### config.mk
export PLATFORM = sky130hd
export DESIGN_NAME = tps_shared_control
export DESIGN_NICKNAME = d
export VERILOG_FILES = /design/src/design/tps_pkg.sv /design/src/design/tps_edge_detect.sv /design/src/design/tps_shared_control.sv
export SDC_FILE = /design/constraint.sdc
export NUM_CORES = 2
export LEC_CHECK = 0
export BUFFER_PORTS_ARGS = -buffer_cell sky130_fd_sc_hd__buf_2
export CAP_MARGIN = 20
export CORE_MARGIN = 2
export CORE_UTILIZATION = 40
export DETAILED_ROUTE_END_ITERATION = 10
export PLACE_DENSITY_LB_ADDON = 0.08
export SLEW_MARGIN = 0
export SYNTH_ARGS = -nofsm -noshare
export SYNTH_HDL_FRONTEND = slang
export SYNTH_SLANG_ARGS = --single-unit
### constraint.sdc
create_clock -name MCLK -period 4.5 [get_ports MCLK]
set_input_delay 1.125 -clock MCLK [delete_from_list [all_inputs] [get_ports MCLK]]
set_output_delay 1.125 -clock MCLK [all_outputs]
set_load 0.01 [all_outputs]
### src/design/tps_pkg.sv
// Package with register map, field layouts and shared types of the timer pair shared control block.
package tps_pkg;

  // ----------------------------------------
  // Register addressing
  // ----------------------------------------
  localparam logic [7:0] TPS_ADDR_BANK_POINTER = 8'hfd;
  localparam logic [3:0] TPS_BANK_NORMAL = 4'h0;
  localparam logic [3:0] TPS_BANK_TIMER = 4'hd;
  localparam logic [3:0] TPS_BANK_F = 4'hf;
  localparam logic [3:0] TPS_IDX_TIMER8_CONTROL = 4'h0;
  localparam logic [3:0] TPS_IDX_SHARED_CONTROL = 4'h1;
  localparam logic [3:0] TPS_IDX_TIMER16_CONTROL = 4'h2;
  localparam logic [3:0] TPS_IDX_RESERVED = 4'h3;
  localparam logic [3:0] TPS_SHORT_PREFIX = 4'he;
  localparam int TPS_REGFILE_DEPTH = 256;
  localparam int TPS_BANK_DEPTH = 16;

  // ----------------------------------------
  // Field positions
  // ----------------------------------------
  localparam int TPS_SC_MODE = 7;
  localparam int TPS_SC_OUT6 = 6;
  localparam int TPS_SC_SEL_HI = 5;
  localparam int TPS_SC_SEL_LO = 4;
  localparam int TPS_T8_CAPT_IE = 2;
  localparam int TPS_T8_TOUT_IE = 1;
  localparam int TPS_T8_OUT4 = 0;
  localparam int TPS_T16_OUT5 = 0;

  // ----------------------------------------
  // Reset values
  // ----------------------------------------
  localparam logic [7:0] TPS_RESET_CONTROL = 8'h00;
  localparam logic [7:0] TPS_RESET_POINTER = 8'h00;
  localparam logic [7:0] TPS_RESET_BYTE = 8'h00;

  // ----------------------------------------
  // Combine and edge codes
  // ----------------------------------------
  localparam logic [1:0] TPS_COMB_AND = 2'h0;
  localparam logic [1:0] TPS_COMB_OR = 2'h1;
  localparam logic [1:0] TPS_COMB_NOR = 2'h2;
  localparam logic [1:0] TPS_COMB_NAND = 2'h3;
  localparam logic [1:0] TPS_EDGE_FALL = 2'h0;
  localparam logic [1:0] TPS_EDGE_RISE = 2'h1;
  localparam logic [1:0] TPS_EDGE_BOTH = 2'h2;

  typedef struct packed {
    logic we;
    logic re;
    logic [7:0] addr;
    logic [7:0] wdata;
  } tps_bus_type;

  typedef struct packed {
    logic short_out;
    logic long_out;
    logic short_timeout;
    logic short_capture;
  } tps_timer_type;

endpackage : tps_pkg

### src/design/tps_edge_detect.sv
// Edge detector for the demodulator input.
`timescale 1ns/10ps
`default_nettype none
module tps_edge_detect
  import tps_pkg::*;
(
  // Clock, reset and enable
  input wire logic clk,
  input wire logic rst_n,
  input wire logic ce,
  // Sample and selection
  input wire logic sample,
  input wire logic [1:0] edge_sel,
  // Result
  output logic hit
);

  typedef struct packed {
    logic last;
  } tps_edge_state_type;

  tps_edge_state_type state_q;
  tps_edge_state_type state_d;

  always_comb begin
    state_d = state_q;
    state_d.last = sample;
  end

  always_ff @(posedge clk or negedge rst_n) begin
    if (!rst_n) begin
      state_q <= '0;
    end else if (ce) begin
      state_q <= state_d;
    end
  end

  // --------------------------------------
  // Edge selection
  // --------------------------------------
  always_comb begin
    case (edge_sel)
      TPS_EDGE_FALL: hit = state_q.last & ~sample;
      TPS_EDGE_RISE: hit = ~state_q.last & sample;
      TPS_EDGE_BOTH: hit = state_q.last ^ sample;
      default: hit = 1'b0;
    endcase
  end

endmodule : tps_edge_detect
`default_nettype wire

### src/design/tps_shared_control.sv
// Shared control, register banking and port 3 routing for the timer pair.
`timescale 1ns/10ps
`default_nettype none
//
// Contract
// - Port 3 low nibble is input only, high nibble push-pull output only.
// - Input comparators power down whenever stop mode is entered.
// - Timer and combined outputs route to port 3 by shared, timer8 and timer16 bits.
// - Pointer upper nibble picks the 16-byte working group of 256 bytes.
// - Pointer lower nibble selects expanded bank; banks 0, F, D exist.
// - Lower nibble zero addresses normal file; nonzero swaps bank into lowest 16.
// - Pointer 0Dh maps working regs 0,1,2 to the controls; 3 reserved.
// - Capture enable set requests interrupt on each demodulation capture.
// - Timeout enable set requests interrupt on timer8 timeout.
// - One bit picks port output or timer8 output for output bit four.
// - Shared bit 7 selects transmit (0, reset) or demodulation (1).
// - Shared bit 6 picks out6 source, or demodulator input in demodulation.
// - Transmit bits 5:4 combine outputs: AND, OR, NOR, NAND.
// - Combined output is the selected function of both timer outputs.
module tps_shared_control
  import tps_pkg::*;
(
  // Clock, reset and enable
  input wire logic MCLK,
  input wire logic RST_N,
  input wire logic CE,
  // Register file access from the core
  input wire tps_bus_type BUS,
  output logic [7:0] RDATA,
  // Timer engines
  input wire tps_timer_type TIMERS,
  output logic DEMOD_EDGE,
  output logic CAPTURE_IRQ,
  output logic TIMEOUT_IRQ,
  // Port pins and power
  input wire logic [3:0] PORT3_IN,
  input wire logic PORT2_BIT0,
  input wire logic [3:0] PORT3_LATCH,
  input wire logic STOP_MODE,
  output logic [7:4] PORT3_OUT,
  output logic COMPARATOR_EN,
  output logic [7:0] BANK_POINTER
);

  typedef struct packed {
    logic [7:0] pointer;
    logic [7:0] t8ctl;
    logic [7:0] shared;
    logic [7:0] t16ctl;
    logic [7:0] rdata;
    logic capt_irq;
    logic tout_irq;
    logic [7:4] pout;
    logic comp_en;
  } tps_state_type;

  tps_state_type state_q;
  tps_state_type state_d;
  logic [7:0] regfile_q [TPS_REGFILE_DEPTH];
  logic [7:0] bankf_q [TPS_BANK_DEPTH];
  logic [7:0] eff_addr;
  logic [3:0] bank;
  logic in_bank;
  logic demod_mode;
  logic demod_in;
  logic combined;
  logic edge_hit;
  logic [7:0] rd_val;

  // ------------------------------------------------------------------
  // Address resolution
  // ------------------------------------------------------------------
  always_comb begin
    bank = state_q.pointer[3:0];
    if (BUS.addr[7:4] == TPS_SHORT_PREFIX) begin
      eff_addr = {state_q.pointer[7:4], BUS.addr[3:0]};
    end else begin
      eff_addr = BUS.addr;
    end
    in_bank = (eff_addr[7:4] == 4'h0) && (bank != TPS_BANK_NORMAL);
  end

  always_comb begin
    rd_val = TPS_RESET_BYTE;
    if (eff_addr == TPS_ADDR_BANK_POINTER) begin
      rd_val = state_q.pointer;
    end else if (in_bank && bank == TPS_BANK_TIMER) begin
      case (eff_addr[3:0])
        TPS_IDX_TIMER8_CONTROL: rd_val = state_q.t8ctl;
        TPS_IDX_SHARED_CONTROL: rd_val = state_q.shared;
        TPS_IDX_TIMER16_CONTROL: rd_val = state_q.t16ctl;
        default: rd_val = TPS_RESET_BYTE;
      endcase
    end else if (in_bank && bank == TPS_BANK_F) begin
      rd_val = bankf_q[eff_addr[3:0]];
    end else if (!in_bank) begin
      rd_val = regfile_q[eff_addr];
    end
  end

  // ------------------------------------------------------------------
  // Timer output logic
  // ------------------------------------------------------------------
  assign demod_mode = state_q.shared[TPS_SC_MODE];
  assign demod_in = state_q.shared[TPS_SC_OUT6] ? PORT2_BIT0 : PORT3_IN[1];

  always_comb begin
    case (state_q.shared[TPS_SC_SEL_HI:TPS_SC_SEL_LO])
      TPS_COMB_AND: combined = TIMERS.short_out & TIMERS.long_out;
      TPS_COMB_OR: combined = TIMERS.short_out | TIMERS.long_out;
      TPS_COMB_NOR: combined = ~(TIMERS.short_out | TIMERS.long_out);
      TPS_COMB_NAND: combined = ~(TIMERS.short_out & TIMERS.long_out);
      default: combined = 1'b0;
    endcase
  end

  tps_edge_detect u_edge (
    .clk(MCLK),
    .rst_n(RST_N),
    .ce(CE),
    .sample(demod_in),
    .edge_sel(state_q.shared[TPS_SC_SEL_HI:TPS_SC_SEL_LO]),
    .hit(edge_hit)
  );

  assign DEMOD_EDGE = demod_mode & edge_hit;

  // ------------------------------------------------------------------
  // Next state
  // ------------------------------------------------------------------
  always_comb begin
    state_d = state_q;
    state_d.rdata = BUS.re ? rd_val : state_q.rdata;
    if (BUS.we) begin
      if (eff_addr == TPS_ADDR_BANK_POINTER) begin
        state_d.pointer = BUS.wdata;
      end else if (in_bank && bank == TPS_BANK_TIMER) begin
        case (eff_addr[3:0])
          TPS_IDX_TIMER8_CONTROL: state_d.t8ctl = BUS.wdata;
          TPS_IDX_SHARED_CONTROL: state_d.shared = BUS.wdata;
          TPS_IDX_TIMER16_CONTROL: state_d.t16ctl = BUS.wdata;
          default: state_d.t8ctl = state_q.t8ctl;
        endcase
      end
    end
    state_d.capt_irq = demod_mode & TIMERS.short_capture & state_q.t8ctl[TPS_T8_CAPT_IE];
    state_d.tout_irq = TIMERS.short_timeout & state_q.t8ctl[TPS_T8_TOUT_IE];
    // Routing uses the settings in force, so a pin follows its control one cycle later.
    state_d.pout[4] = state_q.t8ctl[TPS_T8_OUT4] ? TIMERS.short_out : PORT3_LATCH[0];
    state_d.pout[5] = state_q.t16ctl[TPS_T16_OUT5] ? TIMERS.long_out : PORT3_LATCH[1];
    state_d.pout[6] = (!demod_mode && state_q.shared[TPS_SC_OUT6]) ? combined : PORT3_LATCH[2];
    state_d.pout[7] = PORT3_LATCH[3];
    state_d.comp_en = ~STOP_MODE;
  end

  always_ff @(posedge MCLK or negedge RST_N) begin
    if (!RST_N) begin
      state_q <= '{pointer: TPS_RESET_POINTER, t8ctl: TPS_RESET_CONTROL, shared: TPS_RESET_CONTROL,
                   t16ctl: TPS_RESET_CONTROL, rdata: TPS_RESET_BYTE, capt_irq: 1'b0, tout_irq: 1'b0,
                   pout: 4'h0, comp_en: 1'b1};
    end else if (CE) begin
      state_q <= state_d;
    end
  end

  // Plain storage, left without reset.
  always_ff @(posedge MCLK) begin
    if (CE && BUS.we && eff_addr != TPS_ADDR_BANK_POINTER) begin
      if (!in_bank) begin
        regfile_q[eff_addr] <= BUS.wdata;
      end else if (bank == TPS_BANK_F) begin
        bankf_q[eff_addr[3:0]] <= BUS.wdata;
      end
    end
  end

  assign RDATA = state_q.rdata;
  assign CAPTURE_IRQ = state_q.capt_irq;
  assign TIMEOUT_IRQ = state_q.tout_irq;
  assign PORT3_OUT = state_q.pout;
  assign COMPARATOR_EN = state_q.comp_en;
  assign BANK_POINTER = state_q.pointer;
endmodule : tps_shared_control
`default_nettype wire

==> metrics.txt <==
outcome completed; die width about 470 um; WS Path Type input pin to flop; Die Y 471 um; PostCTS Resize Cnt 0; main area contributors after synthesis edfxtp_1 75%, mux4_2 11%, mux2i_1 4.0%, dfrtp_1 1.3%, nor2_1 1.3%; worst IR drop on VDD 0.000365 V; vias in the first global route around 45,000; grt ovf 0; met3 GRT Util under 10%; dpl cell area ~94,000 um2; H-Tree Depth 4; Slowest-stage cell, CP nor4_1; HP Class input pin to asynchronous set/reset pin; reg2reg path depth 10; final worst setup slack between 0.3 and 0.4 ns; met1 usage 32.7%; All-Layer GR Usage between 20% and 30%; initial antenna violation count 12; slew at the pin closest to its max-slew limit about 1.1 ns; TritonCTS clock tree done; Yosys reg bits about 2,200; RSZ-0062 raised after global routing false; largest net degree at the start of global routing about 110; die area approximately 220,000 um2; 1st-iter DRT viols around 4,300; final WL between 200,000 and 250,000 um; fin crit share between 90 and 100%; Hold Vio Cnt, Final 0; Setup Skew around 0.033 ns; CP required around 5.3 ns; first-pass GRT wire length roughly 350,000 um; M2 GR Usage about a third; P per Cell Area around 430 nW/um2; Distinct cells, synth 75; vias per cell 5.69; I/O Buffers 55; R2R Setup Slk between 0.7 and 0.8 ns; DP Wirelength roughly 160,000 um; Async SR Flop Fraction ~2.2%; Slew HR 23.7%; Post-synth top cells 2,176 x edfxtp_1, 417 x mux4_2, 352 x mux2i_1, 309 x nor2_1, 134 x a22oi_1; Initial DRT Pass Iterations 5; GP Congestion 0.843; busiest grt layer met2; root buf cell clkbuf_16; min Tclk post-route 4.20 ns; Area Overhead vs Synth 16.5%; drt wl/cell around 32 um; Max Freq between 200 and 250 MHz; Post-synth EDFFs 2,176; fin area slightly above 100,000 um2; Cell Chain, Critical Path buf_8 > buf_12 > buf_4 > mux4_2 > mux4_2 > nor2b_1 > nor4_1 > nand4_1 > buf_4 > a221o_1; Post-Syn Instances 4,346; Max Cap Viol 0; maximum clock path buffer count 3; CP peak stage delay just over 0.8 ns; clk sink count 2,224; Synth Cell Area 87,200 um2; critical path fanouts, max 22; syn avg cell area approximately 20 um2; YS warnings 0; share of the synthesized area in the top cell type between 70% and 80%; worst skew pair latency slightly below 0.9 ns; Synth Flop Type edfxtp_1; Pleak about 0.033 uW; cell row count between 150 and 200; Post-Place Worst Slack -0.497 ns; Arrival @ worst endpoint just under 5 ns; cts bufs inserted around 230; CP Capture Type flop; vias post-DR about 45,000; most common cell in the netlist edfxtp_1; post-route ant nets 0; Finish-stage setup viols 0; CORE AREA around 220,000 um2; Starting Density 40.2%; Clock transition at path regs approximately 0.060 ns; # hold bufs at CTS 0; sequential fraction of the synthesis area 76.3%; NumNets Final between 4,000 and 5,000; R2R Path Start BANK_POINTER[4]$_DFFE_PN0P_; area leader, netlist edfxtp_1; FF-to-FF End RDATA[1]$_DFFE_PN0P_; DRC viols 0; Max Slew Vio Count 0; post-CTS setup buffers 0; Ports 59; CP startpoint kind input pin; Layout Utilization between 40% and 50%; share of cells above drive strength 1 about a quarter
report_power, final:
group          internal, uW  switching, uW  total (uW)
clock network         10500           8010       18500
registers             22800           24.1       22800
logic                   886           1500        2380
worst max-delay path, delay by kind of cell:
kind	cells	cell delay, ns
AND/OR/NAND/NOR	3	1.41
buffers and inverters	4	1.06
multiplexers	2	1.02
AO/OA/AOI/OAI	1	0.31
cells by family (layout without fill, tap and decap cells):
logic type / Yosys count / in the layout / share of synthesized area, %
DFF: 2224 / 2224 / 76.3
muxes: 802 / 802 / 15.2
AOI/OAI and AO/OA: 495 / 495 / 3.93
other: 1 / 14 / 0.00430
and+or+nand+nor: 515 / 515 / 2.64
buffers and inverters: 307 / 932 / 1.81
adders and majority gates: 2 / 2 / 0.0287
area by class of cell:
type / count / area [um2]
antenna: 6 / 15.0
clock buffer: 291 / 6060
clock inverter: 131 / 1200
fill: 18400 / 115000
inverter: 11 / 41.3
multi-input combinational: 1822 / 19300
sequential: 2224 / 66500
tap: 2854 / 3570
timing repair buffer: 499 / 4880
through the flow:
stage / setup TNS [ns] / instances / hold WS [ns] / power [uW]
after floorplan: 0 / 4353 / 0.454 / 24300
after global placement: -1.51 / 7407 / 0.454 / 25600
after detailed placement: -1.65 / 7408 / 0.479 / 25600
after CTS: 0 / 7830 / 0.0933 / 44100
after global routing: 0 / 7836 / 0.129 / 45000
final: 0 / 7838 / 0.150 / 43700
worst max path at each step:
stage               slack (ns)                  endpoint  depth (start not counted)    start
floorplan                 0.40  bankf_q[12][0]$_DFFE_PP_                          8  BUS[12]
global placement         -0.50      RDATA[1]$_DFFE_PN0P_                         10   BUS[8]
detailed placement       -0.50      RDATA[1]$_DFFE_PN0P_                         10   BUS[8]
CTS                       0.47      RDATA[1]$_DFFE_PN0P_                         10   BUS[8]
global route              0.31      RDATA[1]$_DFFE_PN0P_                         10   BUS[8]
finish                    0.30      RDATA[1]$_DFFE_PN0P_                         10   BUS[8]
layout by cell type, fill, tap and decap left out, drive strengths merged, types with 17 or more instances in the layout:
master / instances
nor3: 28
inv: 17
a21oi: 70
edfxtp: 2176
nor2: 309
nor4: 19
a221oi: 66
clkinv: 101
buf: 497
bufinv: 18
nand3: 29
clkbuf: 293
a22oi: 134
o22ai: 33
dfrtp: 47
nand2: 57
o21ai: 102
mux2i: 352
mux2: 33
mux4: 417
metal layers:
metal | vias to the layer above | share of wire (%)
met4 | 0 | 2.8
met5 | - | 0
li1 | 18900 | -
met1 | 24100 | 45
met3 | 310 | 5.3
met2 | 1276 | 46
sequential cells by signal, indices dropped and copies added, names as in the netlist:
name            count
CAPTURE_IRQ         1
COMPARATOR_EN       1
PORT3_OUT           4
demod_mode          1
RDATA               8
state_q            23
regfile_q        2048
BANK_POINTER        8
TIMEOUT_IRQ         1
u_edge.state_q      1
bankf_q           128
Power figures use the tool's default switching activity.
